$ cat src/rid_consts.vh
// Constants for the instruction decoder and execution control
`ifndef RID_CONSTS_VH
`define RID_CONSTS_VH
`define RID_WORD_W 14
`define RID_ADDR_W 7
`define RID_PC_W 13
`define RID_TGT_W 11
`define RID_PHASES 4
`define RID_PH_DECODE 2'h0
`define RID_PH_READ 2'h1
`define RID_PH_PROCESS 2'h2
`define RID_PH_WRITE 2'h3
`define RID_OP_MOVE_ACC 4'h0
`define RID_OP_CLEAR 4'h1
`define RID_OP_SUB 4'h2
`define RID_OP_DEC 4'h3
`define RID_OP_OR 4'h4
`define RID_OP_AND 4'h5
`define RID_OP_XOR 4'h6
`define RID_OP_ADD 4'h7
`define RID_OP_MOVF 4'h8
`define RID_OP_COMP 4'h9
`define RID_OP_INC 4'ha
`define RID_OP_DECSZ 4'hb
`define RID_OP_RRC 4'hc
`define RID_OP_RLC 4'hd
`define RID_OP_SWAP 4'he
`define RID_OP_INCSZ 4'hf
`define RID_W_RETURN 14'h0008
`define RID_W_INTERRUPT_RETURN 14'h0009
`define RID_W_SLEEP 14'h0063
`define RID_W_WATCHDOG_CLEAR_OP 14'h0064
`define RID_TIMER_ZERO_COUNT_ADDR 7'h01
`define RID_STATUS_RESET 5'h18
`endif

$ cat src/rid_alu.v
// Arithmetic core for add and subtract with carry and digit carry
`timescale 1ns/1ps
module rid_alu
(
  input wire [7:0] a,
  input wire [7:0] b,
  input wire sub,
  output wire [7:0] res,
  output wire carry,
  output wire dcarry
);
  // Subtract as a + ~b + 1, carry meaning no borrow
  wire [7:0] bb;
  wire [4:0] lo;
  wire [8:0] full;
  assign bb = sub ? ~b : b;
  assign lo = {1'b0, a[3:0]} + {1'b0, bb[3:0]} + {4'h0, sub};
  assign full = {1'b0, a} + {1'b0, bb} + {8'h00, sub};
  assign res = full[7:0];
  assign carry = full[8];
  assign dcarry = lo[4];
endmodule

$ cat src/rid_core.v
// Instruction decoder and execution control for the 14-bit instruction set
// What this block does
// - Byte OR, XOR, AND combine acc and file, complement inverts file, zero only.
// - Literal add and literal minus acc update carry, digit carry, zero.
// - Literal AND, OR, XOR go into the acc and touch only zero.
// - Rotate left or right through carry changes only carry.
// - Decrement or increment with skip on zero leave flags unchanged.
// - Bit ops clear, set, or skip on clear or set of a chosen bit.
// - A taken skip or a change of PC costs a second, idle cycle.
// - Return, interrupt return and literal return take two cycles.
// - Standby and watchdog clear update time-out and power-down bits.
// - Read-modify-write of a port register reads the pin levels.
// - Writing the timer count register clears an assigned prescaler.
// - Destination bit zero writes the acc, one writes the file.
// - Each instruction cycle spans decode, read, process, write.
`timescale 1ns/1ps
`include "rid_consts.vh"
module rid_core
#(
  parameter PORT_A_ADDR = 7'h05,
  parameter PORT_B_ADDR = 7'h06
)
(
  input wire sys_clk,
  input wire rstn,
  input wire clk_en,
  input wire [13:0] instr,
  output reg [12:0] pc,
  output reg [6:0] file_addr,
  input wire [7:0] file_rdata,
  input wire [7:0] pin_rdata,
  output reg file_we,
  output reg [7:0] file_wdata,
  input wire [12:0] stack_top,
  output reg stack_push,
  output reg stack_pop,
  output reg [12:0] push_value,
  input wire [4:0] pc_high_latch,
  input wire prescaler_on_timer,
  output reg prescaler_clear,
  output reg watchdog_clear,
  output reg standby_enter,
  output reg int_enable_set,
  output reg [7:0] acc,
  output reg carry_flag,
  output reg digit_carry_flag,
  output reg zero_flag,
  output reg timeout_flag,
  output reg powerdown_flag
);
  ////////////////////////////////////////////////////////////////
  // Phase counter and latched instruction
  reg [1:0] phase;
  reg [13:0] ir;
  reg flush;
  reg [7:0] opnd;
  reg [7:0] result;
  reg res_we_file;
  reg res_we_acc;
  reg skip_take;
  reg pc_load;
  reg [12:0] pc_target;

  function is_port;
    input [6:0] a;
    begin
      is_port = (a == PORT_A_ADDR) || (a == PORT_B_ADDR);
    end
  endfunction

  ////////////////////////////////////////////////////////////////
  // Decode fields
  wire [1:0] grp;
  wire [3:0] op;
  wire dst;
  wire [2:0] bit_idx;
  wire [7:0] lit;
  wire [7:0] bmask;
  assign grp = ir[13:12];
  assign op = ir[11:8];
  assign dst = ir[7];
  assign bit_idx = ir[9:7];
  assign lit = ir[7:0];
  assign bmask = 8'h01 << bit_idx;

  ////////////////////////////////////////////////////////////////
  // Adder shared by file and literal arithmetic
  reg [7:0] alu_a;
  reg [7:0] alu_b;
  reg alu_sub;
  wire [7:0] alu_res;
  wire alu_c;
  wire alu_dc;
  rid_alu u_alu
  (
    .a(alu_a),
    .b(alu_b),
    .sub(alu_sub),
    .res(alu_res),
    .carry(alu_c),
    .dcarry(alu_dc)
  );

  ////////////////////////////////////////////////////////////////
  // Execute decision, combinational, taken up at the end of the write phase
  reg next_c;
  reg next_dc;
  reg next_z;
  reg upd_z;
  always @*
  begin
    opnd = is_port(ir[6:0]) ? pin_rdata : file_rdata;
    result = 8'h00;
    res_we_file = 1'b0;
    res_we_acc = 1'b0;
    skip_take = 1'b0;
    pc_load = 1'b0;
    pc_target = pc;
    next_c = carry_flag;
    next_dc = digit_carry_flag;
    upd_z = 1'b0;
    alu_a = opnd;
    alu_b = acc;
    alu_sub = 1'b0;
    case (grp)
      2'b00:
      begin
        res_we_file = dst;
        res_we_acc = ~dst;
        upd_z = 1'b1;
        case (op)
          `RID_OP_MOVE_ACC:
          begin
            upd_z = 1'b0;
            res_we_acc = 1'b0;
            res_we_file = dst;
            result = acc;
          end
          `RID_OP_CLEAR: result = 8'h00;
          `RID_OP_SUB, `RID_OP_ADD:
          begin
            alu_sub = ~op[2];
            result = alu_res;
            next_c = alu_c;
            next_dc = alu_dc;
          end
          `RID_OP_DEC: result = opnd - 8'h01;
          `RID_OP_OR: result = acc | opnd;
          `RID_OP_AND: result = acc & opnd;
          `RID_OP_XOR: result = acc ^ opnd;
          `RID_OP_MOVF: result = opnd;
          `RID_OP_COMP: result = ~opnd;
          `RID_OP_INC: result = opnd + 8'h01;
          `RID_OP_DECSZ:
          begin
            upd_z = 1'b0;
            result = opnd - 8'h01;
            skip_take = (result == 8'h00);
          end
          `RID_OP_INCSZ:
          begin
            upd_z = 1'b0;
            result = opnd + 8'h01;
            skip_take = (result == 8'h00);
          end
          `RID_OP_RRC:
          begin
            upd_z = 1'b0;
            result = {carry_flag, opnd[7:1]};
            next_c = opnd[0];
          end
          `RID_OP_RLC:
          begin
            upd_z = 1'b0;
            result = {opnd[6:0], carry_flag};
            next_c = opnd[7];
          end
          `RID_OP_SWAP:
          begin
            upd_z = 1'b0;
            result = {opnd[3:0], opnd[7:4]};
          end
          default: result = opnd;
        endcase
        if (ir == `RID_W_RETURN || ir == `RID_W_INTERRUPT_RETURN)
        begin
          pc_load = 1'b1;
          pc_target = stack_top;
        end
      end
      2'b01:
      begin
        case (ir[11:10])
          2'b00:
          begin
            result = opnd & ~bmask;
            res_we_file = 1'b1;
          end
          2'b01:
          begin
            result = opnd | bmask;
            res_we_file = 1'b1;
          end
          2'b10: skip_take = ~|(opnd & bmask);
          default: skip_take = |(opnd & bmask);
        endcase
      end
      2'b10:
      begin
        pc_load = 1'b1;
        pc_target = {pc_high_latch[4:3], ir[10:0]};
      end
      default:
      begin
        res_we_acc = 1'b1;
        alu_a = lit;
        upd_z = 1'b1;
        case (ir[11:8])
          4'h8: result = acc | lit;
          4'h9: result = acc & lit;
          4'ha: result = acc ^ lit;
          4'hc, 4'hd, 4'he, 4'hf:
          begin
            alu_sub = ~ir[9];
            result = alu_res;
            next_c = alu_c;
            next_dc = alu_dc;
          end
          4'h4, 4'h5, 4'h6, 4'h7:
          begin
            upd_z = 1'b0;
            result = lit;
            pc_load = 1'b1;
            pc_target = stack_top;
          end
          default:
          begin
            upd_z = 1'b0;
            result = lit;
          end
        endcase
      end
    endcase
    next_z = upd_z ? (result == 8'h00) : zero_flag;
  end

  ////////////////////////////////////////////////////////////////
  // Four-phase sequencer and state update
  always @(posedge sys_clk)
  begin
    if (!rstn)
    begin
      phase <= `RID_PH_DECODE;
      ir <= 14'h0000;
      flush <= 1'b1;
      pc <= 13'h0000;
      file_addr <= 7'h00;
      file_we <= 1'b0;
      file_wdata <= 8'h00;
      stack_push <= 1'b0;
      stack_pop <= 1'b0;
      push_value <= 13'h0000;
      prescaler_clear <= 1'b0;
      watchdog_clear <= 1'b0;
      standby_enter <= 1'b0;
      int_enable_set <= 1'b0;
      acc <= 8'h00;
      {timeout_flag, powerdown_flag, carry_flag, digit_carry_flag,
        zero_flag} <= `RID_STATUS_RESET;
    end
    else if (clk_en)
    begin
      phase <= phase + 2'h1;
      file_we <= 1'b0;
      stack_push <= 1'b0;
      stack_pop <= 1'b0;
      prescaler_clear <= 1'b0;
      watchdog_clear <= 1'b0;
      standby_enter <= 1'b0;
      int_enable_set <= 1'b0;
      case (phase)
        `RID_PH_DECODE:
        begin
          ir <= instr;
          file_addr <= instr[6:0];
        end
        `RID_PH_READ, `RID_PH_PROCESS: ;
        default:
        begin
          pc <= pc + 13'h0001;
          flush <= 1'b0;
          if (!flush)
          begin
            carry_flag <= next_c;
            digit_carry_flag <= next_dc;
            zero_flag <= next_z;
            if (res_we_acc)
              acc <= result;
            if (res_we_file)
            begin
              file_we <= 1'b1;
              file_wdata <= result;
              if (ir[6:0] == `RID_TIMER_ZERO_COUNT_ADDR && prescaler_on_timer)
                prescaler_clear <= 1'b1;
            end
            if (skip_take || pc_load)
              flush <= 1'b1;
            if (pc_load)
              pc <= pc_target;
            if (grp == 2'b10 && !ir[11])
            begin
              stack_push <= 1'b1;
              push_value <= pc;
            end
            if (ir == `RID_W_RETURN || ir == `RID_W_INTERRUPT_RETURN
              || ir[13:10] == 4'hd)
              stack_pop <= 1'b1;
            if (ir == `RID_W_INTERRUPT_RETURN)
              int_enable_set <= 1'b1;
            if (ir == `RID_W_SLEEP)
            begin
              timeout_flag <= 1'b1;
              powerdown_flag <= 1'b0;
              watchdog_clear <= 1'b1;
              standby_enter <= 1'b1;
            end
            if (ir == `RID_W_WATCHDOG_CLEAR_OP)
            begin
              timeout_flag <= 1'b1;
              powerdown_flag <= 1'b1;
              watchdog_clear <= 1'b1;
            end
          end
        end
      endcase
    end
  end
endmodule

$ cat config.mk
export PLATFORM = sky130hd
export DESIGN_NAME = rid_core
export DESIGN_NICKNAME = d
export VERILOG_FILES = /design/src/rid_alu.v /design/src/rid_core.v
export VERILOG_INCLUDE_DIRS = /design/src
export SDC_FILE = /design/constraint.sdc
export NUM_CORES = 1
export LEC_CHECK = 0
export ABC_AREA = 1
export BUFFER_PORTS_ARGS = -buffer_cell sky130_fd_sc_hd__buf_2
export CAP_MARGIN = 30
export CORE_ASPECT_RATIO = 0.6
export CORE_MARGIN = 2
export CORE_UTILIZATION = 45
export DETAILED_ROUTE_END_ITERATION = 7
export PLACE_DENSITY = 0.66
export RECOVER_POWER = 25
export SETUP_SLACK_MARGIN = 0.5
export SLEW_MARGIN = 20
export SYNTH_ARGS = -nofsm -noshare
export SYNTH_HDL_FRONTEND = slang
export SYNTH_HIERARCHICAL = 1
export SYNTH_SLANG_ARGS = --single-unit
$ cat constraint.sdc
create_clock -name sys_clk -period 4.1 [get_ports sys_clk]
set_input_delay 0.615 -clock sys_clk [delete_from_list [all_inputs] [get_ports sys_clk]]
set_output_delay 0.615 -clock sys_clk [all_outputs]
set_load 0.03 [all_outputs]
After elaboration in Yosys (flattened, before gate mapping)
Index checks and enable logic that the tools add are counted.

Flip-flop bits (word level): 78. Bits of input ports: 52. Output and inout port bits: 61. Word-level logic and storage cells: 182.

Add/sub/neg operators: 8. Eq/ne operators: 34. Shifts and indexed selects: 1. Multiplexer cells: 62. Bitwise logic cells: 18. Reductions and logical operators: 39.

Operator list (number): 8-bit case mux with 13 select lines (1); 13-bit two-way mux (4); 1-bit two-way mux (39); 13-bit case mux with 3 select lines (1); 4-bit equality test, second input constant (9); 8-bit bitwise AND (4); 8-bit case mux with 4 select lines (1); 14-bit by 4-bit equality test with 1-bit output, second input constant (2); 14-bit by 7-bit equality test with 1-bit output, second input constant (2); 8-bit zero test (3); 8-bit two-way mux (3); 8-bit NOT (3); 8-bit OR (3); 8-bit case mux with 3 select lines (1); 4-bit AND reduction (5); 1-bit case mux with 2 select lines (9); 4-bit by 3-bit equality test with 1-bit output, second input constant (4); 8-bit case mux with 2 select lines (1); 8-bit XOR (2); 7-bit by 3-bit equality test with 1-bit output, second input constant (2); 13-bit by 1-bit adder with 13-bit output, second input constant (1); 6-bit AND reduction (2); 2-bit OR reduction (5); 8-bit by 8-bit adder with 9-bit output (1); 32 further kinds (54).

Logic depth before layout (Yosys ltp)
Depth after elaboration: 11. Gate-level depth with buffers: 30. Mapped depth without buffers: 29.

Modules after synthesis
Netlist, hierarchy kept.

Modules (own cells, without submodules): rid_core (instances 1, cells an instance 949, area an instance 5987.0 µm², sequential area each 1401.3 µm²); rid_alu (instances 1, cells an instance 73, area an instance 446.7 µm², sequential area each 0.0 µm²).

Worst setup path after synthesis
No wires, ideal clock.

Kind: register to register. Start point: reg ir[12]. End point: reg zero_flag. Setup time: 0.070 ns. Data arrival time: 3.333 ns. Data required time: 4.030 ns. Slack: 0.696 ns. Cell stages (with the launch flop): 26. Path buffers: 3. Period minus slack after synthesis: 3.404 ns. Cell sequence: dfxtp_1 ha_1 clkbuf_1 clkbuf_1 clkbuf_1 nand2_1 o21ai_0 nand2_1 nand2_2 inv_1 fa_1 o21ai_2 nand2_2 nand3_1 nand2_1 a21oi_1 nand4_1 nor2_1 nand3_1 nand2_1 nand2_1 nand2_1 nand2_1 nor2_1 nand3_1 a21oi_1.

Elaborated cells between the ends (all ways): 16. Classes of those cells: add/sub (2); eq/ne (2); mux (7); reduce/logical (5).

RTL lines: from (decl) (line rid_core.v:54) `reg [13:0] ir;`; from (signal assigned) (line rid_core.v:284) `ir <= instr;`; 2-bit equality test, or another cell as far along (line rid_core.v:125) `case (grp)`; 3-bit OR reduction (no line) (*); 8-bit two-way mux (*) (line rid_core.v:125); net alu_a[0] (line rid_core.v:88) `reg [7:0] alu_a;`; 8-bit by 8-bit adder with 9-bit output (*) (line rid_alu.v:18) `assign full = {1'b0, a} + {1'b0, bb} + {8'h00, sub};`; 9-bit by 1-bit adder with 9-bit output (*) (line rid_alu.v:18); net alu_res[6] (line rid_core.v:91) `wire [7:0] alu_res;`; 8-bit case mux with 13 select lines or 8-bit case mux with 4 select lines (tied branches) (line rid_core.v:131, rid_core.v:218); 8-bit case mux with 3 select lines (*) (line rid_core.v:125); 8-bit zero test (*) (line rid_core.v:244) `next_z = upd_z ? (result == 8'h00) : zero_flag;`; to (signal assigned) (line rid_core.v:296) `zero_flag <= next_z;`; to (decl) (line rid_core.v:47) `output reg zero_flag,`.

Mark *: on every way through the listed nets, which the timed path passes. The rest lies on a longest branch. A chain may end at the register's enable or synchronous reset.

Final worst setup path
Start point: reg ir[12]. End point: reg file_wdata[4].

Cells in the longest elaborated chain, start to end: 8. Elaborated cells between the ends (all ways): 15. Classes of those cells: add/sub (2); eq/ne (2); mux (7); reduce/logical (4).

RTL lines: 2-bit equality test or 2-bit by 1-bit equality test with 1-bit output (tied branches) (line rid_core.v:125); 2-bit OR reduction (no line); 1-bit case mux with 2 select lines (*) (line rid_core.v:125); net alu_sub (line rid_core.v:90) `reg alu_sub;`; 8-bit two-way mux (line rid_alu.v:16) `assign bb = sub ? ~b : b;`; 8-bit by 8-bit adder with 9-bit output (line rid_alu.v:18); 9-bit by 1-bit adder with 9-bit output (*) (line rid_alu.v:18); net alu_res[4] (line rid_core.v:91); 8-bit case mux with 13 select lines or 8-bit case mux with 4 select lines (tied branches) (line rid_core.v:131, rid_core.v:218); 8-bit case mux with 3 select lines (*) (line rid_core.v:125); to (signal assigned) (line rid_core.v:302) `file_wdata <= result;`; to (decl) (line rid_core.v:33) `output reg [7:0] file_wdata,`.

Marks and branches as above.

==> impl_metrics.ini <==
[synthesis]
synthCells = 1022
synth_seq_cells = 70
synth.distinct_cells = 48
yosysSeqAreaShare_pct = 21.8
synth_common_cells = nand2_1 (251), inv_1 (134), o21ai_0 (99)
syn_avg_cell_area_um2 = 6.30
synth_nets = 1124
yosys.area.top_type = dfxtp_1
synth_edf_count = 0
post-synth-top-count-cell = nand2_1
ys_top_cells_by_area = dfxtp_1 (22%), nand2_1 (15%), ha_1 (9.5%), inv_1 (7.8%), o21ai_0 (7.7%)
synth-async-reset-ratio_pct = 0
yosysWarningCount = 6
syn_area_um2 = 6430
ys.flop_type = dfxtp_1
synth_top_area_share_pct = 21.8

[critical_path]
crit_arrival_ns = 3.75
cp-end-kind = flop
path_common_cell = nand2_1
cp.required_ns = 4.33
endpoint = file_wdata[4]
cp.depth = 24
rr_startpoint = ir[12]
rr_endpoint = file_wdata[4]
worst_path_max_delay_cell = dfxtp_4
worstPathCellList = inv_2 > ha_2 > inv_2 > nor2_2 > nand2_1 > o21ai_0 > buf_4 > buf_4 > xor2_1 > ha_1 > a21oi_2 > o21ai_4 > xor2_1 > a21oi_1 > nand2_1 > nor2_1 > nand3_1 > nand2_1 > nand2_1 > a21oi_4 > buf_4 > nand2_1 > o211ai_1 > inv_1
crit_path_start = ir[12]
start_kind = flop
rrSetupSlack_ns = 0.58
path_class = reg2reg
slowest_delay_ns = 0.37
critPathTopFamily = compound AO/OA/AOI/OAI gates
rr_worst_depth = 24
crit_fanout = 8
worst-path-buf-inv = 6

[timing]
setup_violations = 0
timing.fmax_mhz = 284
worst_slew_pin_slew_ns = 1.93
rsz0062_at_grt = yes
max-slew-margin-rel_pct = -28.6
fin_crit_ns = 3.52
setup_tns_ns = 0
hold_violations = 0
finalCritPeriodShare_pct = 85.9
skew_ns = 0.0117
final-max-slew-violation-count = 51

[finish]
final_area_um2 = 7830
diodes = 0
regArea_um2 = 1420
multi_input_area_um2 = 4410
fin_nets = 1251
n_fill_cell = 1428
layout.cells.non_filler = 1345
layout.core_utilization_pct = 56.8
drive_above_1_share_pct = 21.3
area_growth_pct = 21.7

[floorplanning]
start_util_pct = 46.7
die_y_um = 96.6
fp.dieW_um = 158
die_area_um2 = 15300
coreArea_um2 = 13800
boundaryPins = 113
fp-row-count = 33

[outcome]
status = complete, but fails checks
violations = max-capacitance violations, max-slew violations

[route]
dr.first_iter.drc_count = 935
wirelength_um = 24000
wl_per_cell_um = 17.8
drt_drc_violations_left = 0
viasPerCell = 5.50
antenna_left = 0
drtPass1Iterations = 5
num_vias = 7398

[worst_hold_path]
hp-class = reg2reg

[placed_design]
dpl_cell_area_um2 = 7190
dp_cells = 1308
io_buffers = 108
routabilityCongestion = 1.01
dp_hpwl_um = 18200

[power]
power_leakage_uw = 0.00377
p_sw_share_pct = 37.7
total_power_uw = 2290
vdd_ir_drop_max_mv = 0.230
p_sw_uw = 863
pwr-share-seq_pct = 31.8
combPwrFrac_pct = 34.3
clkPwrFrac_pct = 33.9
powerDensity_nw_per_um2 = 292
p_int_uw = 1430

[clock_tree]
cts_made_buffers = 9
cts.clk_slew.worst_paths_ns = 0.06
ctsRootBufferMaster = clkbuf_16
clkLatencyLatePin_ns = 0.34
cts_tree = yes
clk_path_buf_depth = 2
h-tree-depth = 3
clkSinkCount = 70

[grt]
antenna_found_initial = 0
grt_overflow = 0
grt_pass1_wl_um = 36200
grt_pass1_vias = 6348
grtUsageTotal_pct = 30.8
grt_max_degree = 51

[run]
cap_violations = 1
==> worst min path at each step <==
stage	slack, ns	end	from	cells after the start
floorplan	0.45	phase[1]	phase[1]	2
global placement	0.44	powerdown_flag	powerdown_flag	2
detailed placement	0.44	powerdown_flag	powerdown_flag	2
CTS	0.45	digit_carry_flag	digit_carry_flag	2
global route	0.48	standby_enter	standby_enter	2
finish	0.46	stack_pop	stack_pop	2
==> worst reg2reg max path, delay by kind of cell, from the launching register on <==
family	cells	cell delay (ns)
buf+inv	6	0.75
xor+xnor	2	0.34
fa+ha+maj	2	0.48
flops	1	0.37
compound gates	6	0.82
simple gates	8	0.65
==> metrics by stage <==
stage	worst slack, ns	hold WS (ns)
6_report	0.579	0.462
5_1_grt	0.423	0.480
4_1_cts	0.507	0.455
3_5_place_dp	0.310	0.442
3_3_place_gp	0.363	0.436
2_1_floorplan	0.697	0.451
==> final cells by class <==
type                            instances  area share [%]
Clock buffer                            9            2.88
Timing Repair Buffer                  160            11.7
Inverter                              144            7.00
Multi-Input combinational cell        764            56.3
Clock inverter                          6           0.815
Tap cell                              192            3.07
Sequential cell                        70            18.2
==> registers in the layout, indices dropped and copies added, names as in the netlist, 2 cells and up <==
signal,count
push_value,13
file_addr,6
ir,8
acc,8
pc,13
phase,2
file_wdata,8
==> logic make-up (layout without fill, tap and decap cells) <==
group | Yosys count | in the layout | share of synthesized area [%]
compound gates | 232 | 232 | 20.6
xor+xnor | 23 | 23 | 3.13
fa+ha+maj | 50 | 50 | 9.84
buf+inv | 188 | 319 | 12.2
flops | 70 | 70 | 21.8
other cells | 1 | 1 | 0.0583
simple gates | 458 | 458 | 32.4
==> layer usage <==
| metal | track usage [%] | vias to the layer above | part of all wire (%) |
|---|---|---|---|
| li1 | - | 3605 | - |
| met1 | 49.2 | 3358 | 48 |
| met2 | 38.3 | 397 | 37 |
| met3 | 11.2 | 36 | 14 |
| met4 | 4.99 | 2 | 1.5 |
| met5 | 2.72 | - | 0.19 |
==> power groups by stage <==
stage               Combinational [uW]  Sequential, uW  Clock [uW]
global placement                   676             740           0
CTS                                685             727         776
floorplan                          461             740           0
detailed placement                 675             739           0
global route                       848             731         816
finish                             786             728         775
==> layout by cell type, fill, tap and decap left out, types with 5 or more instances in the layout <==
cell type    n
a211oi_1     7
a21oi_1     60
a221oi_1     5
a31oi_1     10
buf_2       78
buf_4       48
clkbuf_1    31
clkbuf_16   10
dfxtp_1     63
dfxtp_4      5
ha_1        46
inv_1      128
inv_2       11
nand2_1    238
nand2_2     30
nand2_4      8
nand3_1     59
nand3_2      7
nand4_1     12
nor2_1      74
nor2_2       7
nor2_4       7
nor3_1       8
o211ai_1    23
o21ai_0     93
o21ai_1      7
o22ai_1      7
xor2_1      19
==> repair_timing <==
action | 4_1_cts | 5_1_grt
gates cloned | 0 | 1
setup endpoints to repair | 10 | 21
hold endpoints to repair | 0 | 0
pin swaps | 2 | 22
setup buffers | 2 | 19
hold buffers | 0 | 0
resized for setup | 12 | 57
(Power assumes the default switching activity.)
